`src/shared/stamp_pkg.sv`:
```
// Register map, field positions and timing constants of the stamp block
package stamp_pkg;
    localparam int          NUM_PORTS      = 4;
    localparam int          STAMP_W        = 16;
    // Register offsets
    localparam logic [7:0]  ADDR_CONFIG    = 8'h25;
    localparam logic [7:0]  ADDR_CONTROL   = 8'h26;
    localparam logic [7:0]  ADDR_LINE_UP   = 8'h27;
    localparam logic [7:0]  ADDR_LINE_LO   = 8'h28;
    localparam logic [7:0]  ADDR_STATUS    = 8'h29;
    localparam logic [7:0]  ADDR_RESULT0   = 8'h2A;
    localparam logic [7:0]  ADDR_RESULT_END = 8'h31;
    // Reset values
    localparam logic [7:0]  RST_BYTE       = 8'h00;
    localparam logic [15:0] RST_WORD       = 16'h0000;
    // Field positions in stamp_config
    localparam int          CFG_EDGE_BIT   = 6;
    localparam int          CFG_TICK_LSB   = 4;
    localparam int          CFG_EARLY_BIT  = 3;
    localparam int          CFG_FREE_BIT   = 1;
    localparam int          CFG_POINT_BIT  = 0;
    localparam logic [7:0]  CFG_WR_MASK    = 8'h7B;
    // Field positions in stamp_control and stamp_status
    localparam int          CTL_HOLD_BIT   = 4;
    localparam logic [7:0]  CTL_WR_MASK    = 8'h1F;
    localparam int          STS_READY_BIT  = 4;
    // Tick periods
    localparam int          CLK_PERIOD_NS  = 20;
    localparam int          TICK0_NS       = 40;
    localparam int          TICK1_NS       = 80;
    localparam int          TICK2_NS       = 160;
    localparam int          TICK3_NS       = 1000;
    localparam logic [7:0]  TICK0_CYC = 8'((TICK0_NS + CLK_PERIOD_NS - 1)
                                           / CLK_PERIOD_NS);
    localparam logic [7:0]  TICK1_CYC = 8'((TICK1_NS + CLK_PERIOD_NS - 1)
                                           / CLK_PERIOD_NS);
    localparam logic [7:0]  TICK2_CYC = 8'((TICK2_NS + CLK_PERIOD_NS - 1)
                                           / CLK_PERIOD_NS);
    localparam logic [7:0]  TICK3_CYC = 8'((TICK3_NS + CLK_PERIOD_NS - 1)
                                           / CLK_PERIOD_NS);
endpackage : stamp_pkg

```
`src/rtl/multi_port_timestamp_capture.sv`:
```
// Timestamp capture control and status for four receive ports
// How it works
// - Frame sync edge bit 0 picks rising edge, 1 picks falling edge.
// - Two-bit tick period select: 40 ns, 80 ns, 160 ns or 1.0 us.
// - Early-ready bit set: ready rises once all enabled ports have stamps.
// - Free-running bit 0 restarts stamps at frame sync; 1 runs freely.
// - Capture point bit 0 stamps at a line start, 1 at frame start.
// - Setting hold stops result updates and clears the ready flag.
// - Four per-port enables; only enabled ports capture; all reset disabled.
// - Line-start mode stamps at the line given by upper and lower bytes.
// - Frame-start free-running mode arms at trigger line, stamps next frame.
// - Read-only ready flag shows results readable; hold clears it.
// - Read-only per-port valid flag shows that port holds a fresh stamp.
// - Each port result reads as an upper byte and a lower byte.
`timescale 1ns/1ps
module multi_port_timestamp_capture (
    // Clock and reset
    input  wire logic                                ref_clk_in,
    input  wire logic                                rstn_in,
    // Register port
    input  wire logic [7:0]                          reg_addr_in,
    input  wire logic                                reg_write_in,
    input  wire logic [7:0]                          reg_wdata_in,
    input  wire logic                                reg_read_in,
    output logic      [7:0]                          reg_rdata_out,
    // Frame sync pin
    input  wire logic                                frame_sync_in,
    // Receive port markers, one-cycle pulses
    input  wire logic [stamp_pkg::NUM_PORTS-1:0]     line_start_in,
    input  wire logic [stamp_pkg::NUM_PORTS-1:0]     frame_start_in,
    // Status
    output logic                                     captures_ready_out,
    output logic      [stamp_pkg::NUM_PORTS-1:0]     capture_valid_out
);
    import stamp_pkg::*;

    typedef struct packed {
        logic [7:0]           config_bits;
        logic [7:0]           control;
        logic [7:0]           line_upper;
        logic [7:0]           line_lower;
        logic                 ready;
        logic                 pending;
        logic [NUM_PORTS-1:0] valid;
        logic [2:0]           sync_pipe;
        logic [7:0]           rdata;
    } top_state_s;

    top_state_s state_reg;
    top_state_s state_next;

    logic [STAMP_W-1:0]   stamp;
    logic [NUM_PORTS-1:0] capture;
    logic [STAMP_W-1:0]   result [NUM_PORTS];
    logic                 edge_select;
    logic                 free_running;
    logic                 hold;
    logic                 sync_event;
    logic                 restart;
    logic [NUM_PORTS-1:0] enables;
    logic [NUM_PORTS-1:0] valid_now;
    logic                 all_valid;
    logic [7:0]           status_byte;
    logic [7:0]           result_index;
    logic [STAMP_W-1:0]   result_sel;

    assign edge_select  = state_reg.config_bits[CFG_EDGE_BIT];
    assign free_running = state_reg.config_bits[CFG_FREE_BIT];
    assign hold         = state_reg.control[CTL_HOLD_BIT];
    assign enables      = state_reg.control[NUM_PORTS-1:0];

    // Edge detect looks only at the second and third sync stages
    always_comb begin
        if (edge_select) begin
            sync_event = state_reg.sync_pipe[2] && !state_reg.sync_pipe[1];
        end else begin
            sync_event = !state_reg.sync_pipe[2] && state_reg.sync_pipe[1];
        end
    end

    assign restart = sync_event && !free_running;

    stamp_tick_gen u_tick (
        .ref_clk_in            (ref_clk_in),
        .rstn_in               (rstn_in),
        .tick_period_select_in (state_reg.config_bits[CFG_TICK_LSB +: 2]),
        .restart_in            (restart),
        .stamp_out             (stamp)
    );

    for (genvar p = 0; p < NUM_PORTS; p++) begin : g_port
        stamp_port_capture u_port (
            .ref_clk_in      (ref_clk_in),
            .rstn_in         (rstn_in),
            .line_start_in   (line_start_in[p]),
            .frame_start_in  (frame_start_in[p]),
            .enable_in       (enables[p]),
            .hold_in         (hold),
            .free_running_in (free_running),
            .frame_point_in  (state_reg.config_bits[CFG_POINT_BIT]),
            .trigger_line_in ({state_reg.line_upper, state_reg.line_lower}),
            .stamp_in        (stamp),
            .capture_out     (capture[p]),
            .result_out      (result[p])
        );
    end

    always_comb begin
        result_index = reg_addr_in - ADDR_RESULT0;
        result_sel   = result[result_index[2:1]];
    end

    always_comb begin
        state_next           = state_reg;
        state_next.sync_pipe = {state_reg.sync_pipe[1:0], frame_sync_in};

        // A new capture round starts at each active sync edge outside hold; a
        // capture landing in that same cycle still sets its flag.
        valid_now = state_reg.valid;
        if (sync_event && !hold) begin
            valid_now = '0;
        end
        valid_now        = valid_now | capture;
        state_next.valid = valid_now;
        all_valid        = (enables != '0)
                           && ((valid_now & enables) == enables);

        if (state_reg.config_bits[CFG_EARLY_BIT] || free_running) begin
            // Free-running stamps do not restart at sync, so it reports early too
            if (all_valid && !hold) begin
                state_next.ready = 1'b1;
            end
        end else begin
            // Normal: full round is declared at the next sync edge
            if (sync_event && !hold) begin
                // Sticky: only a hold write takes ready down again
                if (state_reg.pending) begin
                    state_next.ready = 1'b1;
                end
                state_next.pending = 1'b0;
            end
            if (all_valid && !hold) begin
                state_next.pending = 1'b1;
            end
        end

        if (reg_write_in) begin
            unique case (reg_addr_in)
                ADDR_CONFIG: begin
                    state_next.config_bits = reg_wdata_in & CFG_WR_MASK;
                end
                ADDR_CONTROL: begin
                    state_next.control = reg_wdata_in & CTL_WR_MASK;
                    if (reg_wdata_in[CTL_HOLD_BIT]) begin
                        state_next.ready   = 1'b0;
                        state_next.pending = 1'b0;
                    end else if (hold) begin
                        // Releasing hold opens a fresh round
                        state_next.valid = capture;
                    end
                end
                ADDR_LINE_UP: state_next.line_upper = reg_wdata_in;
                ADDR_LINE_LO: state_next.line_lower = reg_wdata_in;
                default: ;
            endcase
        end

        status_byte = {3'b000, state_reg.ready, state_reg.valid};
        if (reg_read_in) begin
            if (reg_addr_in >= ADDR_RESULT0
                && reg_addr_in <= ADDR_RESULT_END) begin
                if (result_index[0]) begin
                    state_next.rdata = result_sel[7:0];
                end else begin
                    state_next.rdata = result_sel[15:8];
                end
            end else begin
                unique case (reg_addr_in)
                    ADDR_CONFIG:  state_next.rdata = state_reg.config_bits;
                    ADDR_CONTROL: state_next.rdata = state_reg.control;
                    ADDR_LINE_UP: state_next.rdata = state_reg.line_upper;
                    ADDR_LINE_LO: state_next.rdata = state_reg.line_lower;
                    ADDR_STATUS:  state_next.rdata = status_byte;
                    default:      state_next.rdata = RST_BYTE;
                endcase
            end
        end
    end

    always_ff @(posedge ref_clk_in or negedge rstn_in) begin
        if (!rstn_in) begin
            state_reg <= '0;
        end else begin
            state_reg <= state_next;
        end
    end

    assign reg_rdata_out      = state_reg.rdata;
    assign captures_ready_out = state_reg.ready;
    assign capture_valid_out  = state_reg.valid;
endmodule : multi_port_timestamp_capture

```
`src/rtl/stamp_tick_gen.sv`:
```
// Tick divider and timestamp counter shared by all receive ports
`timescale 1ns/1ps
module stamp_tick_gen (
    // Clock and reset
    input  wire logic                          ref_clk_in,
    input  wire logic                          rstn_in,
    // Control
    input  wire logic [1:0]                    tick_period_select_in,
    input  wire logic                          restart_in,
    // Counter
    output logic      [stamp_pkg::STAMP_W-1:0] stamp_out
);
    import stamp_pkg::*;

    typedef struct packed {
        logic [7:0]         div;
        logic [STAMP_W-1:0] stamp;
    } tick_state_s;

    tick_state_s state_reg;
    tick_state_s state_next;
    logic [7:0]  period;

    always_comb begin
        unique case (tick_period_select_in)
            2'b00: period = TICK0_CYC;
            2'b01: period = TICK1_CYC;
            2'b10: period = TICK2_CYC;
            2'b11: period = TICK3_CYC;
        endcase
        state_next = state_reg;
        if (restart_in) begin
            state_next.div   = RST_BYTE;
            state_next.stamp = RST_WORD;
        end else if (state_reg.div >= period - 8'h01) begin
            state_next.div   = RST_BYTE;
            state_next.stamp = state_reg.stamp + 16'h0001;
        end else begin
            state_next.div = state_reg.div + 8'h01;
        end
    end

    always_ff @(posedge ref_clk_in or negedge rstn_in) begin
        if (!rstn_in) begin
            state_reg <= '0;
        end else begin
            state_reg <= state_next;
        end
    end

    assign stamp_out = state_reg.stamp;
endmodule : stamp_tick_gen

```
`src/rtl/stamp_port_capture.sv`:
```
// Per-port line counting and capture of the timestamp counter
`timescale 1ns/1ps
module stamp_port_capture (
    // Clock and reset
    input  wire logic                          ref_clk_in,
    input  wire logic                          rstn_in,
    // Receive port markers
    input  wire logic                          line_start_in,
    input  wire logic                          frame_start_in,
    // Configuration
    input  wire logic                          enable_in,
    input  wire logic                          hold_in,
    input  wire logic                          free_running_in,
    input  wire logic                          frame_point_in,
    input  wire logic [15:0]                   trigger_line_in,
    input  wire logic [stamp_pkg::STAMP_W-1:0] stamp_in,
    // Result
    output logic                               capture_out,
    output logic      [stamp_pkg::STAMP_W-1:0] result_out
);
    import stamp_pkg::*;

    typedef struct packed {
        logic [15:0]        line;
        logic               armed;
        logic               done;
        logic               capture;
        logic [STAMP_W-1:0] result;
    } port_state_s;

    port_state_s state_reg;
    port_state_s state_next;
    logic [15:0] line_inc;
    logic        hit;

    always_comb begin
        state_next         = state_reg;
        state_next.capture = 1'b0;
        line_inc           = state_reg.line + 16'h0001;
        hit                = 1'b0;
        if (frame_start_in) begin
            state_next.line = RST_WORD;
            state_next.done = 1'b0;
        end else if (line_start_in) begin
            state_next.line = line_inc;
        end
        if (frame_point_in) begin
            if (free_running_in) begin
                // Arm at the line start of the trigger line, stamp the next frame
                if (line_start_in && line_inc == trigger_line_in) begin
                    state_next.armed = 1'b1;
                end
                hit = frame_start_in && state_reg.armed;
                if (hit) begin
                    state_next.armed = 1'b0;
                end
            end else begin
                hit = frame_start_in;
            end
        end else begin
            hit = line_start_in && !frame_start_in && !state_reg.done
                  && line_inc == trigger_line_in;
            if (hit) begin
                state_next.done = 1'b1;
            end
        end
        if (hit && enable_in && !hold_in) begin
            state_next.result  = stamp_in;
            state_next.capture = 1'b1;
        end
    end

    always_ff @(posedge ref_clk_in or negedge rstn_in) begin
        if (!rstn_in) begin
            state_reg <= '0;
        end else begin
            state_reg <= state_next;
        end
    end

    assign capture_out = state_reg.capture;
    assign result_out  = state_reg.result;
endmodule : stamp_port_capture

```
`config.mk`:
```
export PLATFORM = sky130hd
export DESIGN_NAME = multi_port_timestamp_capture
export DESIGN_NICKNAME = d
export VERILOG_FILES = /design/src/shared/stamp_pkg.sv /design/src/rtl/multi_port_timestamp_capture.sv /design/src/rtl/stamp_tick_gen.sv /design/src/rtl/stamp_port_capture.sv
export SDC_FILE = /design/constraint.sdc
export NUM_CORES = 1
export LEC_CHECK = 0
export ABC_CLOCK_PERIOD_IN_PS = 4500
export BUFFER_PORTS_ARGS = -buffer_cell sky130_fd_sc_hd__buf_2
export CAP_MARGIN = 20
export CORE_UTILIZATION = 40
export DETAILED_ROUTE_END_ITERATION = 10
export HOLD_SLACK_MARGIN = 0.1
export SETUP_SLACK_MARGIN = 0.02
export SLEW_MARGIN = 15
export SYNTH_ARGS = -nofsm -noshare
export SYNTH_HDL_FRONTEND = slang
export SYNTH_SLANG_ARGS = --single-unit
```
`constraint.sdc`:
```
create_clock -name ref_clk_in -period 4.5 [get_ports ref_clk_in]
set_input_delay 0.9 -clock ref_clk_in [delete_from_list [all_inputs] [get_ports ref_clk_in]]
set_output_delay 0.9 -clock ref_clk_in [all_outputs]
set_load 0.005 [all_outputs]
```
Word level (Yosys, flattened, before mapping)
Index checks and enable logic that the tools add are counted.

storage, ports and cells
  bits in registers = 208
  bits of input ports = 29
  output and inout bits = 13
  logic and storage cells = 189

operators by class
  $add $sub $neg = 8
  $lt $le $gt $ge = 4
  equal/unequal tests = 13
  muxes and demuxes = 63
  bitwise gates (word level) = 3
  reduce and logical (&&, ||, !) cells = 67

operators by type and width
  operator                                              count
  two-way mux 16 bit                                    11
  adder 16 x 1 -> 16 bit (second input constant)        5
  two-way mux 17 bit                                    4
  equality test 16 bit                                  4
  equality test 8 x 6 -> 1 bit (second input constant)  5
  case mux 8 bit (5 select lines)                       1
  logical AND 1 bit                                     35
  two-way mux 1 bit                                     34
  binary-select mux 16 bit (select 2 bit)               1
  case mux 8 bit (4 select lines)                       1
  two-way mux 24 bit                                    1
  two-way mux 8 bit                                     3
  nonzero test 2 bit                                    9
  logical NOT 1 bit                                     12
  two-way mux 4 bit                                     3
  two-way mux 6 bit                                     2
  AND reduction 3 bit                                   4
  adder 8 x 1 -> 8 bit (second input constant)          1
  >= comparator 8 x 6 -> 1 bit (second input constant)  1
  >= comparator 8 bit                                   1
  <= comparator 8 x 6 -> 1 bit (second input constant)  1
  AND reduction 2 bit                                   4
  subtractor 8 x 1 -> 8 bit (second input constant)     1
  bitwise AND 4 bit                                     1
  other kinds (11)                                      13

Depth between registers and ports, before layout
Gate-level depths: netlist of run 1.

  depth in word-level cells = 15
  depth in mapped cells = 12
  gate-level depth less buffers = 11

By module
Synthesis of run 1 repeated with hierarchy kept, for this count alone.

unflattened totals
  cell total of the unflattened synthesis = 1343
  area, all modules = 13779.5 um2

by module, submodules not included
  module                        instances  cells each  area an instance (um2)
  stamp_port_capture            4          242         2362.3
  multi_port_timestamp_capture  1          220         2772.7
  stamp_tick_gen                1          155         1557.7

Worst setup path after synthesis of run 1
Ideal clock, no wire load.

  path kind = in2reg
  from = in reg_addr_in[1]
  to = reg state_reg (netlist bit reg_rdata_out[7])
  library setup time = 125 ps
  arrival time = 2874 ps
  setup slack = 1501 ps
  stages on the path = 6
  path through = buf_1 -> clkbuf_1 -> mux4_2 -> a22oi_1 -> a21oi_1 -> mux2_2

between the ends
  longest elaborated chain between the ends = 7
  elaborated cells between the ends (all ways) = 16

RTL lines
  element                                                RTL line                             RTL
  start: declaration                                     multi_port_timestamp_capture.sv:21   input wire logic [7:0] reg_addr_in,
  subtractor 3 x 2 -> 3 bit                              multi_port_timestamp_capture.sv:109  result_index = reg_addr_in - ADDR_RESULT0;
  inverter 2 -> 3 bit (implied by the code)              multi_port_timestamp_capture.sv:110  result_sel = result[result_index[2:1]];
  binary-select mux 16 bit (select 2 bit)                multi_port_timestamp_capture.sv:110
  two-way mux 16 bit (implied by the code) (2 in a row)  multi_port_timestamp_capture.sv:110
  two-way mux 8 bit                                      multi_port_timestamp_capture.sv:172  if (result_index[0]) begin
  two-way mux 8 bit *                                    multi_port_timestamp_capture.sv:170  if (reg_addr_in >= ADDR_RESULT0
  end signal: assignment                                 multi_port_timestamp_capture.sv:194  state_reg <= state_next;
  end: declaration                                       multi_port_timestamp_capture.sv:49   top_state_s state_reg;

Every way passes the cells marked *; elsewhere a longest branch is shown, timed or not. The select of a mux whose other input is x is not followed.
A chain may end at the register's enable or synchronous reset.

Worst setup path in the final report of run 1
  from = reg g_port[3].u_port.state_reg[19] (netlist bit)
  to = reg g_port[3].u_port.state_reg (netlist bit g_port[3].u_port.result_out[12])

between the ends
  longest elaborated chain between the ends = 6

RTL lines
  element                         RTL line                  RTL
  start: declaration              stamp_port_capture.sv:31  port_state_s state_reg;
  start signal: assignment        stamp_port_capture.sv:77  state_reg <= state_next;
  adder 16 x 1 -> 16 bit          stamp_port_capture.sv:39  line_inc = state_reg.line + 16'h0001;
  equality test 16 bit            stamp_port_capture.sv:62  && line_inc == trigger_line_in;
  logical AND 1 bit               stamp_port_capture.sv:62
  two-way mux 1 bit               stamp_port_capture.sv:47  if (frame_point_in) begin
  logical AND 1 bit (2 in a row)  stamp_port_capture.sv:67  if (hit && enable_in && !hold_in) begin

Every way passes these cells.

==> metrics.md, run 1 <==
| Metric | Value |
|---|---|
| Peak supply drop | 0.2868 mV |
| F_max | 0.2782 GHz |
| Largest net degree at the start of global routing | around 100 |
| CTS tree | built |
| Via count | about 8,600 |
| Latest clock arrival within the worst-skew pair | 0.54 ns |
| Netlist cell types | 81 |
| Crit. End Element | flip-flop |
| CP peak stage delay | approximately 0.54 ns |
| Pwr Density | roughly 340 nW/um^2 |
| Total gr overflow | 0 |
| Worst slew pin tran | 0.9379 ns |
| Finished Layout Cells | 1,568 |
| Starting density of the core | 40.68% |
| Status | finished clean |
| Clock slew at reported path FFs | ~0.060 ns |
| Nets | 1,201 |
| Crit path time final | 3.595 ns |
| Placer Congestion | 0.8858 |
| WL/cell | between 15 and 20 um |
| Syn_nets | 1,214 |
| I/O pins | 42 |
| CTS Hold Buffers Added | 0 |
| Main combinational cell family by area after synthesis | simple AND/OR/NAND/NOR gates |
| Number of routed nets with antenna violations | 0 |
| Logic pwr share | 8.2% |
| Max_slew headroom | 37.48% |
| CTS resizes | 0 |
| Synth Register Bits | 208 |
| Placed insts | about 1,500 |
| Aggregate global-route resource usage | 19.45% |
| Worst reg2reg setup slack | 0.91 ns |
| Mean post-synth cell area | 10.30 sq um |
| RSZ-0062 raised after global routing | false |
| Deepest clock path buffer count | 3 |
| Tcrit/Tclk final | 79.88% |
| DR top layer | met4 |
| Crit path launch type | flip-flop |
| Max-Cap Viols | 0 |
| Post-Synth Simple-Gate Area | 17.73% |
| Final WL | 29,110 um |
| Synth Cell Area | 12,060 sq um |
| # setup viols final | 0 |
| Post-synthesis sequential area ratio | about 43% |
| Final max-slew violation count | 0 |
| Die area | 30,840 sq um |
| Vias in the first global route | 8,666 |
| Worst slack, placed | 0.8993 ns |
| Syn Inst Count | 1,171 |
| Clock Skew | about 0.013 ns |
| Ys async rst share | 100.0% |
| Hold Fails Final Rpt | 0 |
| Post-synth EDFFs | 0 |
| Cell Rows | 63 |
| # DRC | 0 |
| XOR/XNOR Fraction of Synth Area | between 10% and 20% |
| Area of the core | 29,640 sq um |
| Worst path arrival time | 4.02 ns |
| Mux share of post-synthesis cell area | 13.35% |
| DR WL met3 | 1145 um |
| Hold Path Class | reg -> reg |
| Prevailing post-synth register cell | dfrtp_1 |
| Chip width | 175.6 um |
| Switching Fraction | 25.16% |
| Crit Path Max Fanout | 17 |
| I/O Buffers | 41 |
| Critical path class | reg -> reg |
| Seq pwr share | between 40% and 50% |
| CTS root buf | clkbuf_16 |
| Worst Path Required | 4.92 ns |
| Adder-Cell Fraction of Synth Area | 1.453% |
| Post-DP Area | 12,330 sq um |
| Final WS setup | 0.9052 ns |
| Total power | 4.475 mW |
| FF-to-FF path depth | 9 |
| Sequential Area | 5205 sq um |
| Height of the die | about 180 um |
| DRT Pass-1 Iters | 5 |
| Postcts setup bufs | 0 |
| Worst reg2reg startpoint | g_port[3].u_port.state_reg[19]$_DFFE_PN0P_ |
| CP Launch Point | g_port[3].u_port.state_reg[19]$_DFFE_PN0P_ |
| Synth Area in Compound Gates | about 8% |
| Final instance area | 13,190 sq um |
| Worst path slowest cell | or4b_1 |
| Fraction of layout instances using a drive strength above 1 | 19.03% |
| Via density | ~5.5 |
| Crit path to | g_port[3].u_port.result_out[12]$_DFFE_PN0P_ |
| Multi-input gate area | about 6200 sq um |
| Global-route wire length before repair | 47,750 um |
| # fillers | ~2,800 |
| P_sw | roughly 1.1 mW |
| Clk pwr share | 46.6% |
| H-tree depth | 1 |
| Area growth syn-to-layout | 9.423% |
| Final core occ | between 40% and 50% |
| Post-DP HPWL | 19,940 um |
| Largest register FFs | 72 |
| WL met1 | 13,650 um |
| Total number of yosys warnings | 0 |
| P_leak | 5.816 nW |
| Num CTS Buffers | 25 |
| Worst reg2reg path endpoint | g_port[3].u_port.result_out[12]$_DFFE_PN0P_ |
| DR WL met2 | 13,380 um |
| CTS Sinks | 208 |
| Hold slack final | 0.3597 ns |
| DR iter-0 viols | about 540 |
| Crit-path cells | ha_1, and3_1, nand3_1, or4b_1, a211oi_2, nand4_1, o31ai_2, nand3_2, mux2_1 |
| Initial antenna violation count | 1 |
| Post-route setup TNS | 0 ns |
| Int Pwr | 3.349 mW |
[cells by family (layout without fill, tap and decap cells)]
family                     Yosys count  in the layout
and+or+nand+nor                    417            417
other                                1              2
xor gates and xnor gates           152            152
DFF                                208            208
AOI/OAI and AO/OA                  134            134
buffers and inverters              120            126
muxes                              125            125
adders and majority gates           14             14
[power groups by stage]
stage | clock, mW | combinational, mW | sequential, mW
6_report | 2.09 | 0.368 | 2.02
2_1_floorplan | 0 | 0.280 | 2.00
3_5_place_dp | 0 | 0.372 | 2.05
5_1_grt | 2.22 | 0.416 | 2.03
3_3_place_gp | 0 | 0.368 | 2.05
4_1_cts | 2.14 | 0.375 | 2.02
[synth_stat cells, types with 12 or more instances]
cell      instances  area share [%]
ha_1             14             1.5
and3_1           17            0.88
mux2_2           80             7.5
buf_4            22             1.4
nor2_1          128             4.0
nor4_1           20             1.0
inv_1            29            0.90
nor3_1           27             1.1
xnor2_1          87             6.3
xor2_1           65             4.7
buf_2            12            0.50
nand2_1          76             2.4
clkbuf_1         46             1.4
dfrtp_1         208              43
o21ai_0          16            0.66
nand3_1          42             1.7
a21oi_1          29             1.2
nand4_1          35             1.8
mux4_2           16             3.0
mux2i_1          16             1.3
[worst min path at each step]
stage                             from                        to  slack (ns)  cells past startpoint
2_1_floorplan  state_next[9]$_DFF_PN0_  state_next[10]$_DFF_PN0_        0.33                      0
3_3_place_gp   state_next[9]$_DFF_PN0_  state_next[10]$_DFF_PN0_        0.34                      0
3_5_place_dp   state_next[9]$_DFF_PN0_  state_next[10]$_DFF_PN0_        0.35                      0
4_1_cts        state_next[9]$_DFF_PN0_  state_next[10]$_DFF_PN0_        0.36                      0
5_1_grt        state_next[9]$_DFF_PN0_  state_next[10]$_DFF_PN0_        0.37                      0
6_report       state_next[9]$_DFF_PN0_  state_next[10]$_DFF_PN0_        0.36                      0
[routing by layer]
metal / up-vias / GRT usage (%)
li1: 4110 / -
met1: 4255 / 26.81
met2: 160 / 31.64
met3: 54 / 2.554
met4: 0 / 6.159
met5: - / 0
[cell type report]
class                   instances  area share (%)
flip-flops and latches        208           39.45
clock buffers                  33           5.273
inverters                      29          0.8251
repair buffers                 51           2.295
multi-input cells             843           47.20
clock inverters                13           1.233
diodes                          1         0.01897
well taps                     390           3.699
[critical path: cells and delay by family, from the launching register on]
| family | cells | cell delay (ns) |
|---|---|---|
| simple gates | 5 | 1.63 |
| compound gates | 2 | 0.57 |
| fa+ha+maj | 1 | 0.29 |
| flops | 1 | 0.47 |
| mux | 1 | 0.51 |
[layout by cell type, fill, tap and decap left out, drive strengths merged, types with 17 or more instances in the layout]
cell    count
a21oi      30
and3       17
buf        51
clkbuf     33
dfrtp     208
inv        32
mux2       93
nand2      78
nand3      44
nand4      38
nor2      128
nor3       27
nor4       22
xnor2      87
xor2       65
Power figures use the tool's default switching activity.
==> run 2: changes to the inputs <==
ABC_CLOCK_PERIOD_IN_PS = 3200   (was 4500)
clock period = 3.2 ns   (was 4.5 ns; I/O delays follow)
==> run 2 against run 1 <==
Compared with the run above:
- sequential power up 40%
- sequential share of layout area decreased by 1.2 points
- largest power group unchanged
- clock power is 41% higher
- fmax increased by 19%
- wire length rose by 3.6%
- critical path depth is 1 higher
- cell area up 3.0%
- clock skew is 0.0049 ns lower
- flip-flop and latch count is the same
- critical path type unchanged
- register-to-register slack lost 0.73 ns
==> metrics.md, run 2 (synthesized netlist as in run 1, its figures left out) <==
| Metric | Value |
|---|---|
| Crit path to | g_port[3].u_port.result_out[12]$_DFFE_PN0P_ |
| CTS root buf | clkbuf_16 |
| Delay-heaviest family, CP | simple AND/OR/NAND/NOR gates |
| I/O pins | 42 (unchanged) |
| CTS tree | built |
| Post-route setup TNS | 0 ns (unchanged) |
| Fraction of layout instances using a drive strength above 1 | 22.25% (+3.2 points) |
| Post-DP HPWL | 21,130 um (+6.0%) |
| Largest register FFs | 72 (unchanged) |
| Placer Congestion | 0.9368 (+5.8%) |
| Hold Path Class | in -> async |
| Most frequent cells in the layout | dfrtp_1, nor2_1, xnor2_1 |
| Clock Skew | 0.008314 ns (-0.004887 ns) |
| RSZ-0062 raised after global routing | true |
| Worst slack, placed | 0.1161 ns (-0.7832 ns) |
| Final max-slew violation count | 0 (unchanged) |
| Num CTS Buffers | 26 (+4.0%) |
| Total power | 6.353 mW (+42%) |
| P_leak | 6.033 nW (+3.7%) |
| Aggregate global-route resource usage | 20.26% (+0.81 points) |
| Largest net degree at the start of global routing | 89 (-14%) |
| Crit path buffers/inverters | 1 (+1) |
| Via density | 5.529 (+1.1%) |
| Crit-path cells | ha_2, and3_1, nand3_1, or4b_1, a211oi_2, nand4_1, o31ai_2, nand3_2, buf_12, mux2_1 |
| Crit path launch type | flip-flop |
| Worst reg2reg setup slack | 0.17 ns (-0.73 ns) |
| Clock slew at reported path FFs | 0.06 ns (about the same) |
| WL/cell | 18.73 um (+0.88%) |
| Worst reg2reg startpoint | g_port[3].u_port.state_reg[20]$_DFFE_PN0P_ |
| Max-Cap Viols | 0 (unchanged) |
| Critical path class | reg -> reg |
| Total gr overflow | 0 (unchanged) |
| Worst path arrival time | 3.45 ns (-0.57 ns) |
| DRT Pass-1 Iters | 5 (unchanged) |
| Levels on crit path | 10 (+1) |
| Tcrit/Tclk final | 94.66% (+15 points) |
| F_max | 0.3301 GHz (+19%) |
| Hold Fails Final Rpt | 0 (unchanged) |
| Vias in the first global route | 8,850 (+2.1%) |
| Chip width | 175.6 um (unchanged) |
| Latest clock arrival within the worst-skew pair | 0.54 ns (about the same) |
| Initial antenna violation count | 1 (unchanged) |
| Global-route wire length before repair | 49,430 um (+3.5%) |
| Peak supply drop | 0.3755 mV (+31%) |
| FF-to-FF path depth | 10 (+1) |
| # DRC | 0 (unchanged) |
| Number of routed nets with antenna violations | 0 (unchanged) |
| I/O Buffers | 41 (unchanged) |
| DR iter-0 viols | 680 (+26%) |
| Cell Rows | 63 (unchanged) |
| # fillers | 2,850 (+0.035%) |
| CTS Sinks | 208 (unchanged) |
| Height of the die | 175.6 um (unchanged) |
| CTS Hold Buffers Added | 0 (unchanged) |
| Crit Path Max Fanout | 17 (unchanged) |
| Worst reg2reg path endpoint | g_port[3].u_port.result_out[12]$_DFFE_PN0P_ |
| Worst path slowest cell | or4b_1 |
| CP Launch Point | g_port[3].u_port.state_reg[20]$_DFFE_PN0P_ |
| Deepest clock path buffer count | 3 (unchanged) |
| Area of the core | 29,640 sq um (unchanged) |
| Via count | 8,902 (+3.8%) |
| Worst slew pin tran | 0.6905 ns (-0.2473 ns) |
| Final WL | 30,150 um (+3.6%) |
| Max_slew headroom | 53.96% (+16 points) |
| Status | finished clean |
| Crit path time final | 3.029 ns (-0.5656 ns) |
| Die area | 30,840 sq um (unchanged) |
| # setup viols final | 0 (unchanged) |
| Crit. End Element | flip-flop |
| Final WS setup | 0.1708 ns (-0.7344 ns) |
| Pwr Density | 467.4 nW/um^2 (+38%) |
| Area growth syn-to-layout | 12.73% |
| H-tree depth | 1 (unchanged) |
| Starting density of the core | 40.68% (unchanged) |
| Final core occ | 45.86% (+1.3 points) |
| Nets | 1,241 (+3.3%) |
| Commonest non-fill, non-tap cell in the layout | dfrtp_1 |
| Worst Path Required | 3.62 ns (-1.30 ns) |
| CP peak stage delay | 0.55 ns (about the same) |
## run 2: cell types whose count changed in the layout (fill, tap and decap cells not counted), sizes merged
cell / change
diode: +1
bufinv: -2
inv: -2
clkinv: -1
clkbuf: +5
buf: +39
clkinvlp: +2
## run 2: area by class of cell
cell class	count	area (sq um)	share of cell area [%]
inverter	29	108.9	0.8009
antenna	2	5.005	0.03682
multi-input combinational	843	6259	46.05
sequential	208	5205	38.30
clock buffer	38	785.8	5.781
clock inverter	10	95.09	0.6996
timing repair buffer	90	645.6	4.750
tap	390	488.0	3.590
## run 2: how the worst min path moves through the flow
stage                                       start                                    endpoint  slack [ns]  cells past startpoint
after floorplan           state_next[9]$_DFF_PN0_                    state_next[10]$_DFF_PN0_        0.33                      0
after global placement    state_next[9]$_DFF_PN0_                    state_next[10]$_DFF_PN0_        0.34                      0
after detailed placement  state_next[9]$_DFF_PN0_                    state_next[10]$_DFF_PN0_        0.35                      0
after CTS                                 rstn_in  g_port[3].u_port.state_reg[25]$_DFFE_PN0P_        0.13                      1
after global routing                      rstn_in  g_port[3].u_port.state_reg[22]$_DFFE_PN0P_        0.16                      1
final                                     rstn_in  g_port[3].u_port.state_reg[25]$_DFFE_PN0P_         0.1                      1
## run 2: per-stage QoR
| stage | cell area (sq um) | hold slack [ns] | cells |
|---|---|---|---|
| final | 13590 | 0.09883 | 1610 |
| after global routing | 13590 | 0.1614 | 1608 |
| after CTS | 13550 | 0.1305 | 1607 |
| after detailed placement | 12670 | 0.3462 | 1559 |
| after global placement | 12670 | 0.3410 | 1559 |
| after floorplan | 12060 | 0.3312 | 1171 |
## run 2: worst reg2reg max path: stages (launching register included)
cell and delay [ns]:
dfrtp_1 0.42, ha_2 0.27, and3_1 0.20, nand3_1 0.10, or4b_1 0.55, a211oi_2 0.26
nand4_1 0.17, o31ai_2 0.30, nand3_2 0.13, buf_12 0.18, mux2_1 0.32
## run 2: per-layer routing
| metal | up-vias | GRT usage, % | part of all wire (%) |
|---|---|---|---|
| met5 | - | 0 | 0 |
| met4 | 0 | 6.159 | 2.6 |
| met3 | 59 | 2.792 | 4.9 |
| met2 | 219 | 32.43 | 46 |
| met1 | 4429 | 28.40 | 46 |
| li1 | 4195 | - | - |
## run 2: report_power, final
part	leakage (nW)	switching, mW	internal, mW
Clock	0.434	1.16	1.78
Combinational	2.74	0.341	0.245
Sequential	2.86	0.116	2.71
## run 2: repair_timing
item / 4_1_cts / 5_1_grt
resized for setup: 0 / 7
hold endpoints to repair: 0 / 0
setup buffers: 0 / 1
endpoints found under the setup margin: 0 / 32
